File: config.mk
export PLATFORM = sky130hd
export DESIGN_NAME = cls_shear_seq
export DESIGN_NICKNAME = d
export VERILOG_FILES = /design/src/rtl/cls_pkg.sv /design/src/rtl/cls_pulse_timer.sv /design/src/rtl/cls_shear_seq.sv
export VERILOG_INCLUDE_DIRS = /design/src /design/src/rtl
export SDC_FILE = /design/constraint.sdc
export NUM_CORES = 2
export LEC_CHECK = 0
export ABC_CLOCK_PERIOD_IN_PS = 25000
export BUFFER_PORTS_ARGS = -buffer_cell sky130_fd_sc_hd__buf_2
export CAP_MARGIN = 20
export CORE_ASPECT_RATIO = 0.5
export CORE_MARGIN = 2
export CORE_UTILIZATION = 50
export CTS_CLUSTER_DIAMETER = 80
export CTS_CLUSTER_SIZE = 24
export DETAILED_ROUTE_END_ITERATION = 12
export GPL_TIMING_DRIVEN = 1
export PLACE_DENSITY = 0.66
export SETUP_SLACK_MARGIN = 0.4
export SLEW_MARGIN = 20
export SYNTH_ARGS = -nofsm -noshare
export SYNTH_HDL_FRONTEND = slang
export SYNTH_SLANG_ARGS = --single-unit
File: constraint.sdc
create_clock -name ref_clk -period 25 [get_ports ref_clk]
set_clock_uncertainty 0.2 [all_clocks]
set_input_delay 0 -clock ref_clk [delete_from_list [all_inputs] [get_ports ref_clk]]
set_output_delay 0 -clock ref_clk [all_outputs]
set_load 0.05 [all_outputs]
File: src/rtl/cls_defines.svh
// Constants of the cut-to-length shear sequencer: register offsets, bit positions,
// reset values and timing counts. Included by the package; the design files see it through that.
`ifndef CLS_DEFINES_SVH
`define CLS_DEFINES_SVH

// Timing: clock and common tick
`define CLS_CLK_NS 20
`define CLS_TICK_NS 1000000
`define CLS_TICK_CYC (`CLS_TICK_NS / `CLS_CLK_NS)

// Register word offsets
`define CLS_R_CTRL 5'h00
`define CLS_R_STAT 5'h01
`define CLS_R_PART 5'h02
`define CLS_R_KERF 5'h03
`define CLS_R_MINPART 5'h04
`define CLS_R_SHENC 5'h05
`define CLS_R_RES 5'h06
`define CLS_R_MINDIE 5'h07
`define CLS_R_MAXDIE 5'h08
`define CLS_R_VELREF 5'h09
`define CLS_R_TOL 5'h0A
`define CLS_R_MANDIE 5'h0B
`define CLS_R_SHORT 5'h0C
`define CLS_R_VSHORT 5'h0D
`define CLS_R_HOLES 5'h0E
`define CLS_R_HOLEPAST 5'h0F
`define CLS_R_NOHOLE 5'h10
`define CLS_R_HOLESPC 5'h11
`define CLS_R_CEPOINT 5'h12
`define CLS_R_CEOFF 5'h13
`define CLS_R_DUMPDLY 5'h14
`define CLS_R_DUMPDWL 5'h15
`define CLS_R_MISTCNT 5'h16
`define CLS_R_MISTDLY 5'h17
`define CLS_R_MISTDWL 5'h18
`define CLS_R_ACC 5'h19
`define CLS_NREG 26

// Control register bits
`define CLS_C_HOLE 0
`define CLS_C_CMF 1
`define CLS_C_NOCUT 2
`define CLS_C_ERRCLR 3

// Status register bits
`define CLS_S_RUN 0
`define CLS_S_WARN 1
`define CLS_S_EVEL 2
`define CLS_S_ENOHOLE 3
`define CLS_S_ETOL 4
`define CLS_S_EMINPART 5
`define CLS_S_HOLD 6

// Limits and reset values, distances in units of 0.00001 inch
`define CLS_KERF_MAX 32'h000F_4240
`define CLS_MINPART_MAX 32'h05F5_E0DC
`define CLS_SHENC_MAX 32'h3B9A_CA00
`define CLS_RST_HOLESPC 32'h0001_86A0
`define CLS_RST_RES 32'h0000_0064
`define CLS_RST_TOL 32'h0000_2710
`define CLS_RST_ZERO 32'h0000_0000

`endif

File: src/rtl/cls_pkg.sv
// Types shared by the shear sequencer files.
// Assumes cls_defines.svh sits beside it on the include path.
`include "cls_defines.svh"

package cls_pkg;

  typedef struct packed {
    logic enc_step;
    logic hole;
    logic sheet;
    logic dwell_end;
    logic run_req;
    logic manual_cut;
    logic job_change;
  } cls_sense_t;

  typedef struct packed {
    logic line_run;
    logic shear_fire;
    logic dump;
    logic mist;
    logic short_part;
    logic vshort_part;
    logic warn_change;
  } cls_act_t;

  typedef enum logic [1:0] {
    CLS_T_IDLE,
    CLS_T_DELAY,
    CLS_T_DWELL
  } cls_tmr_state_t;

endpackage

File: src/rtl/cls_pulse_timer.sv
// Delay-then-dwell output timer counted in common ticks.
// Assumes start is a one-cycle pulse and tick a one-cycle pulse per time unit.
`timescale 1ns/1ns

module cls_pulse_timer
  import cls_pkg::*;
#(
  parameter int W = 16
) (
  // Clock and reset
  input wire logic ref_clk,
  input wire logic nrst,
  // Control
  input wire logic start,
  input wire logic tick,
  input wire logic [W-1:0] delay,
  input wire logic [W-1:0] dwell,
  // Output
  output logic out
);

  cls_tmr_state_t state_ff, nxt_state;
  logic [W-1:0] cnt_ff, nxt_cnt;
  logic out_ff;

  assign out = out_ff;

  always_comb begin
    nxt_state = state_ff;
    nxt_cnt = cnt_ff;
    case (state_ff)
      CLS_T_IDLE: begin
        if (start) begin
          nxt_cnt = '0;
          nxt_state = (delay == '0) ? CLS_T_DWELL : CLS_T_DELAY;
        end
      end
      CLS_T_DELAY: begin
        // Dwell timing begins the moment the output turns on
        if (tick) begin
          if (cnt_ff + 1'b1 >= delay) begin
            nxt_cnt = '0;
            nxt_state = CLS_T_DWELL;
          end else begin
            nxt_cnt = cnt_ff + 1'b1;
          end
        end
      end
      CLS_T_DWELL: begin
        if (dwell == '0) begin
          nxt_state = CLS_T_IDLE;
        end else if (tick) begin
          if (cnt_ff + 1'b1 >= dwell) begin
            nxt_state = CLS_T_IDLE;
          end else begin
            nxt_cnt = cnt_ff + 1'b1;
          end
        end
      end
      default: nxt_state = CLS_T_IDLE;
    endcase
  end

  always_ff @(posedge ref_clk) begin
    if (!nrst) begin
      state_ff <= CLS_T_IDLE;
      cnt_ff <= '0;
      out_ff <= 1'b0;
    end else begin
      state_ff <= nxt_state;
      cnt_ff <= nxt_cnt;
      out_ff <= (nxt_state == CLS_T_DWELL) && (dwell != '0);
    end
  end

endmodule

File: src/rtl/cls_shear_seq.sv
// Cut-to-length shear sequencer: length tracking, flying-die cut window,
// coil-end halts, hole counting and dump/mist output timing.
// Assumes sensor inputs are synchronous to ref_clk; die position and line velocity
// arrive as binary words in 0.00001 inch and 0.00001 inch per tick.
//
// Function
// - After shear dwell ends, wait dump delay, then turn dump on and start dwell.
// - Dump output stays on exactly the dump dwell when the dump delay is nonzero, then turns off.
// - Count shear cycles; trigger mist at the programmed count; count zero disables.
// - Mist turns on after the mist delay measured from the shear dwell.
// - Mist stays on for the mist dwell, then turns off.
// - Continuous flow on: auto crop cut on every run entry.
// - Continuous flow off: no auto crop; manual shear works normally.
// - Material change pending: halt at changeover distance and warn the operator.
// - Standard mode: shear target nearer than coil-end offset postpones that halt until after the cut.
// - Kerf is added to every part length; kerf above 10.0000 inch refused.
// - Refuse to run parts below minimum part length, settable 0 to 999.99964 inch.
// - New coil loads minus shear-to-encoder distance, at most 10,000 inch.
// - Cut only past minimum die distance, and in tolerance in no-cut mode.
// - Line faster than the velocity assumed for minimum die: halt and error.
// - No-cut mode omits cut if out of tolerance at maximum die; in-tolerance there cuts.
// - Manual cuts when not running fire at the manual-cut die position.
// - In run, short and very-short outputs follow the length thresholds.
// - Hole mode target is the hole count plus distance past last hole.
// - Standard/hole mode change accepted only while the line is halted.
// - Hole mode halts if no hole within no-hole distance; zero disables.
// - Hole detections ignored until minimum spacing travelled; default 1 inch.
//
// Design decisions made here: strobed register access and the register addresses.
`timescale 1ns/1ns

module cls_shear_seq
  import cls_pkg::*;
#(
  parameter int TICK_CYC = `CLS_TICK_CYC,
  parameter int TW = 16
) (
  // Clock and reset
  input wire logic ref_clk,
  input wire logic nrst,
  // Register port
  input wire logic [4:0] reg_addr,
  input wire logic [31:0] reg_wdata,
  input wire logic reg_wr,
  input wire logic reg_rd,
  output logic [31:0] reg_rdata,
  // Machine sensors
  input wire cls_sense_t sense,
  input wire logic [31:0] die_pos,
  input wire logic [31:0] line_vel,
  // Machine actuators
  output cls_act_t act
);

  // Configuration and status registers
  logic [31:0] cfg_ff [0:`CLS_NREG-1];
  logic [31:0] rdata_ff;
  logic [31:0] tick_cnt_ff;
  logic tick_ff;
  logic run_ff, nxt_run;
  logic signed [31:0] acc_ff, nxt_acc;
  logic [31:0] since_hole_ff, nxt_since_hole;
  logic [15:0] hole_cnt_ff;
  logic [31:0] tail_ff;
  logic [15:0] mist_cnt_ff;
  logic sheet_q_ff, hole_q_ff, run_req_q_ff;
  logic crop_ff, man_ff, die_ready_ff;
  logic postpone_ff, coil_done_ff;
  logic warn_ff, e_vel_ff, e_nohole_ff, e_tol_ff, e_minpart_ff;
  logic fire_ff, short_ff, vshort_ff;
  logic dump_on, mist_on;

  // Register fields
  wire [31:0] ctrl = cfg_ff[`CLS_R_CTRL];
  wire hole_mode = ctrl[`CLS_C_HOLE];
  wire cmf = ctrl[`CLS_C_CMF];
  wire nocut = ctrl[`CLS_C_NOCUT];
  wire [31:0] part_len = cfg_ff[`CLS_R_PART];
  wire [31:0] kerf = cfg_ff[`CLS_R_KERF];
  wire [31:0] min_part = cfg_ff[`CLS_R_MINPART];
  wire [31:0] res = cfg_ff[`CLS_R_RES];
  wire [31:0] tol = cfg_ff[`CLS_R_TOL];
  wire [31:0] mist_cnt_set = cfg_ff[`CLS_R_MISTCNT];

  // Register write acceptance
  wire wr_ctrl = reg_wr && (reg_addr == `CLS_R_CTRL);
  wire err_clr = wr_ctrl && reg_wdata[`CLS_C_ERRCLR];
  wire ro_addr = (reg_addr == `CLS_R_STAT) || (reg_addr == `CLS_R_ACC);
  wire kerf_bad = (reg_addr == `CLS_R_KERF) && (reg_wdata > `CLS_KERF_MAX);
  wire minp_bad = (reg_addr == `CLS_R_MINPART) && (reg_wdata > `CLS_MINPART_MAX);
  wire shenc_bad = (reg_addr == `CLS_R_SHENC) && (reg_wdata > `CLS_SHENC_MAX);
  wire wr_ok = reg_wr && (reg_addr < 5'(`CLS_NREG)) && !ro_addr
               && !kerf_bad && !minp_bad && !shenc_bad;
  // A mode change while running keeps the old mode; the CMF and no-cut bits still load
  wire [31:0] ctrl_wval = {28'h000_0000, 1'b0, reg_wdata[`CLS_C_NOCUT],
                           reg_wdata[`CLS_C_CMF],
                           run_ff ? hole_mode : reg_wdata[`CLS_C_HOLE]};

  function automatic logic [31:0] rst_val(input int idx);
    case (idx)
      `CLS_R_HOLESPC: rst_val = `CLS_RST_HOLESPC;
      `CLS_R_RES: rst_val = `CLS_RST_RES;
      `CLS_R_TOL: rst_val = `CLS_RST_TOL;
      default: rst_val = `CLS_RST_ZERO;
    endcase
  endfunction

  genvar gi;
  generate
    for (gi = 0; gi < `CLS_NREG; gi++) begin : g_cfg
      always_ff @(posedge ref_clk) begin
        if (!nrst) begin
          cfg_ff[gi] <= rst_val(gi);
        end else if (wr_ok && (reg_addr == 5'(gi))) begin
          cfg_ff[gi] <= (gi == `CLS_R_CTRL) ? ctrl_wval : reg_wdata;
        end
      end
    end
  endgenerate

  // Common time base for every delay and dwell
  always_ff @(posedge ref_clk) begin
    if (!nrst) begin
      tick_cnt_ff <= '0;
      tick_ff <= 1'b0;
    end else begin
      tick_ff <= (tick_cnt_ff == 32'(TICK_CYC - 1));
      tick_cnt_ff <= (tick_cnt_ff == 32'(TICK_CYC - 1)) ? '0 : tick_cnt_ff + 1'b1;
    end
  end

  // Edges of sensor levels
  wire sheet_rise = sense.sheet && !sheet_q_ff;
  wire hole_rise = sense.hole && !hole_q_ff;
  wire run_entry = nxt_run && !run_ff;

  // Part targets with kerf folded in
  wire [31:0] target = part_len + kerf;
  wire signed [31:0] diff = acc_ff - $signed(target);
  wire [31:0] diff_abs = diff[31] ? 32'(-diff) : 32'(diff);
  wire part_short = part_len < min_part;

  // Hole acceptance and hole-mode target
  wire hole_ok = hole_mode && hole_rise && (since_hole_ff >= cfg_ff[`CLS_R_HOLESPC]);
  wire hole_reach = (hole_cnt_ff >= cfg_ff[`CLS_R_HOLES][15:0])
                    && (hole_cnt_ff != 16'h0000)
                    && (since_hole_ff >= cfg_ff[`CLS_R_HOLEPAST]);
  wire len_reach = acc_ff >= $signed(target - tol);
  wire in_tol = hole_mode || (diff_abs <= tol);

  // Flying-die cut window
  wire past_min = die_pos >= cfg_ff[`CLS_R_MINDIE];
  wire at_max = die_pos >= cfg_ff[`CLS_R_MAXDIE];
  wire cut_arm = run_ff && die_ready_ff && !crop_ff && (hole_mode ? hole_reach : len_reach);
  wire fire_auto = cut_arm && past_min && (!nocut || in_tol);
  wire omit = cut_arm && nocut && at_max && !in_tol && !fire_auto;
  wire fire_crop = run_ff && crop_ff && die_ready_ff && past_min;
  wire fire_man = !run_ff && man_ff && die_ready_ff
                  && (die_pos >= cfg_ff[`CLS_R_MANDIE]);
  wire fire = fire_auto || fire_crop || fire_man;

  // Coil-end changeover
  wire signed [31:0] remain = $signed(target) - acc_ff;
  wire ce_reach = run_ff && sense.job_change && !coil_done_ff
                  && (tail_ff >= cfg_ff[`CLS_R_CEPOINT]);
  wire ce_near = (remain > 0) && (remain < $signed(cfg_ff[`CLS_R_CEOFF])) && !hole_mode;
  wire halt_chg = (ce_reach && !ce_near) || (postpone_ff && fire_auto);

  // Line faults
  wire halt_vel = run_ff && (line_vel > cfg_ff[`CLS_R_VELREF]);
  wire halt_nohole = run_ff && hole_mode && (cfg_ff[`CLS_R_NOHOLE] != 32'h0000_0000)
                     && (since_hole_ff > cfg_ff[`CLS_R_NOHOLE]);
  wire halt = halt_chg || halt_vel || halt_nohole;

  // Run control: entry refused while the part is under the minimum length
  always_comb begin
    nxt_run = run_ff;
    if (halt || !sense.run_req) begin
      nxt_run = 1'b0;
    end else if (sense.run_req && !run_req_q_ff && !part_short) begin
      nxt_run = 1'b1;
    end
  end

  // Length accumulator
  always_comb begin
    nxt_acc = acc_ff;
    if (sheet_rise) begin
      nxt_acc = -$signed(cfg_ff[`CLS_R_SHENC]);
    end else begin
      if (fire_crop) begin
        nxt_acc = '0;
      end else if (fire_auto || omit) begin
        nxt_acc = acc_ff - $signed(target);
      end
      if (sense.enc_step) begin
        nxt_acc = nxt_acc + $signed(res);
      end
    end
  end

  // Distance since the last accepted hole, saturating
  always_comb begin
    nxt_since_hole = since_hole_ff;
    if (hole_ok) begin
      nxt_since_hole = '0;
    end else if (sense.enc_step && (since_hole_ff <= 32'hFFFF_FFFF - res)) begin
      nxt_since_hole = since_hole_ff + res;
    end
  end

  always_ff @(posedge ref_clk) begin
    if (!nrst) begin
      run_ff <= 1'b0;
      acc_ff <= '0;
      since_hole_ff <= '0;
      sheet_q_ff <= 1'b0;
      hole_q_ff <= 1'b0;
      run_req_q_ff <= 1'b0;
    end else begin
      run_ff <= nxt_run;
      acc_ff <= nxt_acc;
      since_hole_ff <= nxt_since_hole;
      sheet_q_ff <= sense.sheet;
      hole_q_ff <= sense.hole;
      run_req_q_ff <= sense.run_req;
    end
  end

  // Hole count: restarts after each cut so the next target counts afresh
  always_ff @(posedge ref_clk) begin
    if (!nrst) begin
      hole_cnt_ff <= '0;
    end else if (fire || omit || !hole_mode) begin
      hole_cnt_ff <= hole_ok ? 16'h0001 : 16'h0000;
    end else if (hole_ok && (hole_cnt_ff != 16'hFFFF)) begin
      hole_cnt_ff <= hole_cnt_ff + 1'b1;
    end
  end

  // Cut requests and die readiness; the die must come back under minimum
  // before it may fire again, so one stroke never cuts twice
  always_ff @(posedge ref_clk) begin
    if (!nrst) begin
      crop_ff <= 1'b0;
      man_ff <= 1'b0;
      die_ready_ff <= 1'b0;
    end else begin
      if (run_entry) begin
        crop_ff <= cmf;
      end else if (fire_crop || !run_ff) begin
        crop_ff <= 1'b0;
      end
      if (sense.manual_cut && !run_ff) begin
        man_ff <= 1'b1;
      end else if (fire_man || run_ff) begin
        man_ff <= 1'b0;
      end
      if (fire || omit) begin
        die_ready_ff <= 1'b0;
      end else if (!past_min) begin
        die_ready_ff <= 1'b1;
      end
    end
  end

  // Coil tail distance: material travelled since the sheet sensor went clear
  always_ff @(posedge ref_clk) begin
    if (!nrst) begin
      tail_ff <= '0;
      coil_done_ff <= 1'b0;
      postpone_ff <= 1'b0;
    end else begin
      if (sense.sheet) begin
        tail_ff <= '0;
      end else if (sense.enc_step && (tail_ff <= 32'hFFFF_FFFF - res)) begin
        tail_ff <= tail_ff + res;
      end
      if (sense.sheet) begin
        coil_done_ff <= 1'b0;
      end else if (ce_reach) begin
        coil_done_ff <= 1'b1;
      end
      if (ce_reach && ce_near) begin
        postpone_ff <= 1'b1;
      end else if (fire_auto || !run_ff) begin
        postpone_ff <= 1'b0;
      end
    end
  end

  // Sticky flags: a new event in the clearing cycle wins
  always_ff @(posedge ref_clk) begin
    if (!nrst) begin
      warn_ff <= 1'b0;
      e_vel_ff <= 1'b0;
      e_nohole_ff <= 1'b0;
      e_tol_ff <= 1'b0;
      e_minpart_ff <= 1'b0;
    end else begin
      warn_ff <= halt_chg || (warn_ff && !err_clr);
      e_vel_ff <= halt_vel || (e_vel_ff && !err_clr);
      e_nohole_ff <= halt_nohole || (e_nohole_ff && !err_clr);
      e_tol_ff <= omit || (e_tol_ff && !err_clr);
      e_minpart_ff <= (sense.run_req && !run_req_q_ff && part_short)
                      || (e_minpart_ff && !err_clr);
    end
  end

  // Mist shear-cycle counter; zero setting keeps the feature off
  wire mist_en = mist_cnt_set != 32'h0000_0000;
  wire mist_trig = sense.dwell_end && mist_en
                   && ({16'h0000, mist_cnt_ff} + 32'h0000_0001 >= mist_cnt_set);
  always_ff @(posedge ref_clk) begin
    if (!nrst) begin
      mist_cnt_ff <= '0;
    end else if (!mist_en || mist_trig) begin
      mist_cnt_ff <= '0;
    end else if (sense.dwell_end) begin
      mist_cnt_ff <= mist_cnt_ff + 1'b1;
    end
  end

  cls_pulse_timer #(.W(TW)) u_dump (
    .ref_clk(ref_clk),
    .nrst(nrst),
    .start(sense.dwell_end),
    .tick(tick_ff),
    .delay(cfg_ff[`CLS_R_DUMPDLY][TW-1:0]),
    .dwell(cfg_ff[`CLS_R_DUMPDWL][TW-1:0]),
    .out(dump_on)
  );

  cls_pulse_timer #(.W(TW)) u_mist (
    .ref_clk(ref_clk),
    .nrst(nrst),
    .start(mist_trig),
    .tick(tick_ff),
    .delay(cfg_ff[`CLS_R_MISTDLY][TW-1:0]),
    .dwell(cfg_ff[`CLS_R_MISTDWL][TW-1:0]),
    .out(mist_on)
  );

  // Registered outputs
  always_ff @(posedge ref_clk) begin
    if (!nrst) begin
      fire_ff <= 1'b0;
      short_ff <= 1'b0;
      vshort_ff <= 1'b0;
    end else begin
      fire_ff <= fire;
      short_ff <= nxt_run && (target <= cfg_ff[`CLS_R_SHORT]);
      vshort_ff <= nxt_run && (target <= cfg_ff[`CLS_R_VSHORT]);
    end
  end

  assign act.line_run = run_ff;
  assign act.shear_fire = fire_ff;
  assign act.dump = dump_on;
  assign act.mist = mist_on;
  assign act.short_part = short_ff;
  assign act.vshort_part = vshort_ff;
  assign act.warn_change = warn_ff;

  // Register read, data in the cycle after the strobe
  wire [31:0] status = {25'h000_0000, postpone_ff, e_minpart_ff, e_tol_ff,
                        e_nohole_ff, e_vel_ff, warn_ff, run_ff};
  wire [31:0] rd_mux = (reg_addr == `CLS_R_STAT) ? status :
                       (reg_addr == `CLS_R_ACC) ? acc_ff :
                       (reg_addr < 5'(`CLS_NREG)) ? cfg_ff[reg_addr] : 32'h0000_0000;
  always_ff @(posedge ref_clk) begin
    if (!nrst) begin
      rdata_ff <= '0;
    end else begin
      rdata_ff <= reg_rd ? rd_mux : 32'h0000_0000;
    end
  end
  assign reg_rdata = rdata_ff;

endmodule

# Yosys cells after proc, flatten, opt, wreduce, memory -nomap -nowiden
# Memories as Yosys holds them, arrays and structs flattened.
# Index checks and enable logic that the tools add are counted.
# word_totals
ff_bits	248
latch_bits	0
ramBits	832
romBits	0
input_bits	112
out_inout_bits	39
wordCells	459
mem_count	1
# memory_table
name	words	word_bits	rd	rd_ports_with_merged_regs	wr	line_no	source
cfg_ff	26	32	25	0	26	cls_shear_seq.sv:56	logic [31:0] cfg_ff [0:`CLS_NREG-1];
# classes
addsub	16
multipliers	0
n_div	0
order_cmp	27
n_eq_ne	43
shifts	0
n_mux	157
bitwise_logic	28
reduce_logical	155
# op_table
cell	count
$mux W32	34
$ge A32 B32 Y1	7
$mux W16	14
$le A32 B32 Y1	5
$add A32 B32 Y32	4
$pmux W16 S3	2
$sub A32 B32 Y32	3
$mux W1	90
$logic_and A1 B1 Y1	88
$ge A16 B16 Y1	5
$add A16 B1 Y16 const B	4
$gt A32 B32 Y1	2
$logic_not A16 Y1	4
$lt A32 B32 Y1	2
$neg A32 Y32	2
$reduce_bool A32 Y1	2
$eq A5 B5 Y1 const B	10
$reduce_bool A16 Y1	3
$eq A5 B4 Y1 const B	8
$add A32 B1 Y32 const B	1
$eq A32 B16 Y1 const B	1
$ge A17 B32 Y1	1
$gt A32 B1 Y1 const B	1
$gt A32 B20 Y1 const B	1
other kinds (27)	132

# Logic depth before layout (Yosys ltp)
# An unclocked memory read counts as a cell.
# depth
ltp_word	18
ltp_mapped	50
mapped_depth_nobuf	48

# Cells and area by module
# Synthesis repeated with hierarchy kept, for this count alone.
# unflattened
hier_cells	7262
area_unflattened_um2	73335.3
# modules_own_cells
module	instances	cells_per_inst	area_per_inst_um2	seq_area_each_um2
cls_shear_seq	1	6762	69339.0	28317.2
cls_pulse_timer	2	250	1998.2	380.4

# Worst setup path before layout
# Ideal clock, no wire load.
# synth_path
path_type	reg-to-reg
startpoint	mem cfg_ff[3][0]
endpoint	reg acc_ff[28]
arrival_ns	10.372
path_slack_ns	14.352
stages_incl_launch_ff	49
path_buffers	3
synth_period_minus_slack_ns	10.648
cell_sequence	edfxtp_1 > ha_1 > fa_1 > a21o_1 > a21o_1 > a21oi_1 > o31ai_1 > a21o_1 > a31o_2 > a21o_1 > a21oi_1 > xnor2_1 > ha_1 > clkbuf_1 > a21oi_1 > o21ai_0 > a21o_1 > a21oi_1 > (+13 left out) > a211oi_1 > nor3_1 > o2111ai_2 > buf_2 > mux2i_1 > nor2_1 > ha_1 > o21ai_0 > nor3_1 > a2111oi_0 > a21o_1 > a21oi_1 > o31ai_1 > a21boi_0 > a21oi_1 > xnor2_1 > mux2i_1 > o22ai_1
# synth_lines
item	line_no	source
start, declared	cls_shear_seq.sv:56	
end signal, assigned	cls_shear_seq.sv:222	acc_ff <= nxt_acc;
end, declared	cls_shear_seq.sv:61	logic signed [31:0] acc_ff, nxt_acc;

==> flow_metrics.py <==
metrics = {
    "run_status": {
        "status": "finished, final reports clean",
    },
    "sta": {
        "worst_pin_slew_ns": 1.36,
        "finalSetupViolations": 0,
        "final_max_slew_viol_count": 0,
        "fin_crit_ns": 13.30,
        "relSlewSlack": 0.0916,
        "fin_tns_setup_ns": 0,
        "fmaxAchievable_mhz": 75.2,
        "period_share": 0.532,
        "rsz0062_at_grt": "no",
        "hold_violations": 0,
    },
    "clock_network": {
        "clockBufferDepth": 3,
        "cts.htree.levels": 2,
        "cts_tree": "done",
        "clock_sinks": 1051,
        "cts_root_buffer": "clkbuf_16",
        "clk_latency_ns": 0.74,
        "cts_buffers": 52,
        "clk_pin_slew_worst_paths_ns": 0.11,
    },
    "grt": {
        "grt_use_total": 0.376,
        "grt_pass1_wl_microns": 410000,
        "antenna_found_initial": 30,
        "grt_pass1_vias": 55998,
        "grt_max_degree": 118,
        "overflow": 0,
    },
    "worst_hold_path": {
        "hold_path_class": "primary input to register",
    },
    "final_layout": {
        "area_delta_synth_final_pct": 7.83,
        "mostFrequentLayoutCells": "803 x edfxtp_1, 780 x ha_1, 677 x inv_1",
        "utilization": 0.545,
        "nets": 8406,
        "drive_gt1_frac": 0.0925,
        "final_common_cell": "edfxtp_1",
    },
    "run": {
        "maxCapViolations": 0,
    },
    "route": {
        "routed.top_layer": "met5",
        "wl_met3_microns": 44500,
        "vias": 61823,
        "vias_per_cell": 6.48,
        "wl_met1_microns": 116000,
        "drtIter0Drc": 9426,
        "finalWirelength_microns": 293000,
        "dr_wl_met2_microns": 117000,
        "firstDrtPassIters": 8,
        "drt-wirelength-per-cell_microns": 30.7,
        "antenna_left": 0,
        "drc_errors": 0,
    },
    "power": {
        "powerDensity_nw_per_um2": 69.1,
        "ir_drop_mv": 0.0643,
        "p_leak_uw": 0.0345,
    },
    "setup_path": {
        "path_common_cell": "ha_1",
        "cp.arrival_ns": 13.74,
        "max_stage_delay_ns": 0.75,
        "critPathMaxFanout": 35,
        "endpoint_kind": "register",
        "r2r_setup_slack_ns": 11.70,
        "crit_path_start_kind": "register",
        "cp.required_ns": 25.43,
        "crit_type": "register to register",
        "worst_path_max_delay_cell": "nor4_1",
    },
    "placement": {
        "gp_congestion": 1.09,
        "io_buffers": 150,
        "dp_hpwl_microns": 222000,
    },
    "floorplanning": {
        "core_area_sq_um": 146000,
        "die_x_microns": 548,
        "start_util": 0.506,
        "num_rows": 99,
        "pin_count": 151,
        "dieArea_sq_um": 151000,
        "die_y_microns": 276,
    },
    "synth": {
        "ys_ff_latch": 1051,
        "synth_area_per_cell_sq_um": 10.0,
        "yosys_warnings": 0,
        "synth-edff-count": 803,
        "ys_seq_area_frac": 0.393,
        "synth_area_sq_um": 74000,
        "synth_cell_types": 101,
        "synth_flop_cell": "edfxtp_1",
        "synthArstFlopShare": 0,
        "synth_cells": 7399,
    },
}
## sequential cells by signal, indices dropped and copies added (netlist names), 2 cells and up
name             flops
u_mist.cnt_ff       16
since_hole_ff       32
u_dump.cnt_ff       16
u_mist.state_ff      2
tick_cnt_ff         32
hole_cnt_ff         16
tail_ff             32
mist_cnt_ff         16
u_dump.state_ff      2
acc_ff              32
cfg_ff             803
reg_rdata           32
## routing by layer
metal,GRT usage,up-vias
met4,0.175,10
li1,-,27206
met1,0.518,29929
met3,0.143,688
met5,0,-
met2,0.520,3990
## repair_timing
item	in CTS	in global routing
endpoints found under the hold margin	724	0
buffers inserted	0	0
hold buffers	51	0
gates resized for setup	0	0
## final cells by class
cell class	count	area, sq um
tap	1969	2460
antenna	24	60.1
clock buffer	87	1450
multi-input combinational	5359	41600
sequential	1051	29100
inverter	695	2620
fill	13084	66600
clock inverter	10	113
timing repair buffer	348	2460
## final timing paths
kind	cells past startpoint	start	to
setup / recovery	44	cfg_ff[3][1]	acc_ff[31]
hold / removal	4	nrst	u_dump.cnt_ff[2]
setup reg to reg	44	cfg_ff[3][1]	acc_ff[31]
hold reg to reg	1	tick_cnt_ff[0]	tick_cnt_ff[0]
## Yosys cell counts, drive strengths merged, types with 63 or more instances
cell    instances  share of area
nor3          180          0.012
mux4          180          0.055
ha            780           0.13
nand4         132          0.011
nand2         328          0.017
xnor2         182          0.022
buf            63         0.0039
inv           681          0.035
nor4          144          0.012
nand2b         73         0.0062
nor2          374          0.019
dfxtp         248          0.067
or3            66         0.0056
and2          569          0.048
o21ai         299          0.020
clkbuf        313          0.016
nand3         168          0.011
a21o          319          0.032
and3           67         0.0057
edfxtp        803           0.33
xor2          147          0.017
mux2i          82          0.011
a21oi         403          0.027
## critical path, delay by kind of cell (launching register included)
family,cells,cell delay (ns)
AND/OR/NAND/NOR,13,3.32
flip-flops,1,0.47
XOR/XNOR,3,0.87
multiplexers,1,0.31
adder cells (fa/ha/maj),4,1.38
AO/OA/AOI/OAI,22,6.04
buffers and inverters,1,0.56
## power breakdown
part	total [uW]	switching (uW)	internal, uW
Clock	1050	638	411
Combinational	2290	1430	858
Sequential	2170	181	1990
Total	5510	2250	3260
## through the flow
stage | worst slack (ns) | instances | hold WS (ns) | total power (uW) | instance area [sq um]
after global placement | 12.52 | 9369 | 0.0877 | 4360 | 77600
after CTS | 12.05 | 9517 | 0.0305 | 5400 | 79700
after floorplan | 14.35 | 7481 | -0.0783 | 3610 | 74300
final | 11.70 | 9543 | 0.0443 | 5510 | 79800
after detailed placement | 12.13 | 9369 | 0.0949 | 4380 | 77600
after global routing | 10.77 | 9520 | 0.0712 | 5740 | 79800
## logic make-up after synthesis
family,count (synthesis),synth area share
buf+inv,1071,0.0551
xor+xnor,331,0.0396
fa+ha+maj,787,0.134
other cells,1,0.0000507
flops,1051,0.393
compound gates,1576,0.141
simple gates,2281,0.166
mux,301,0.0718
(Power assumes the default switching activity.)
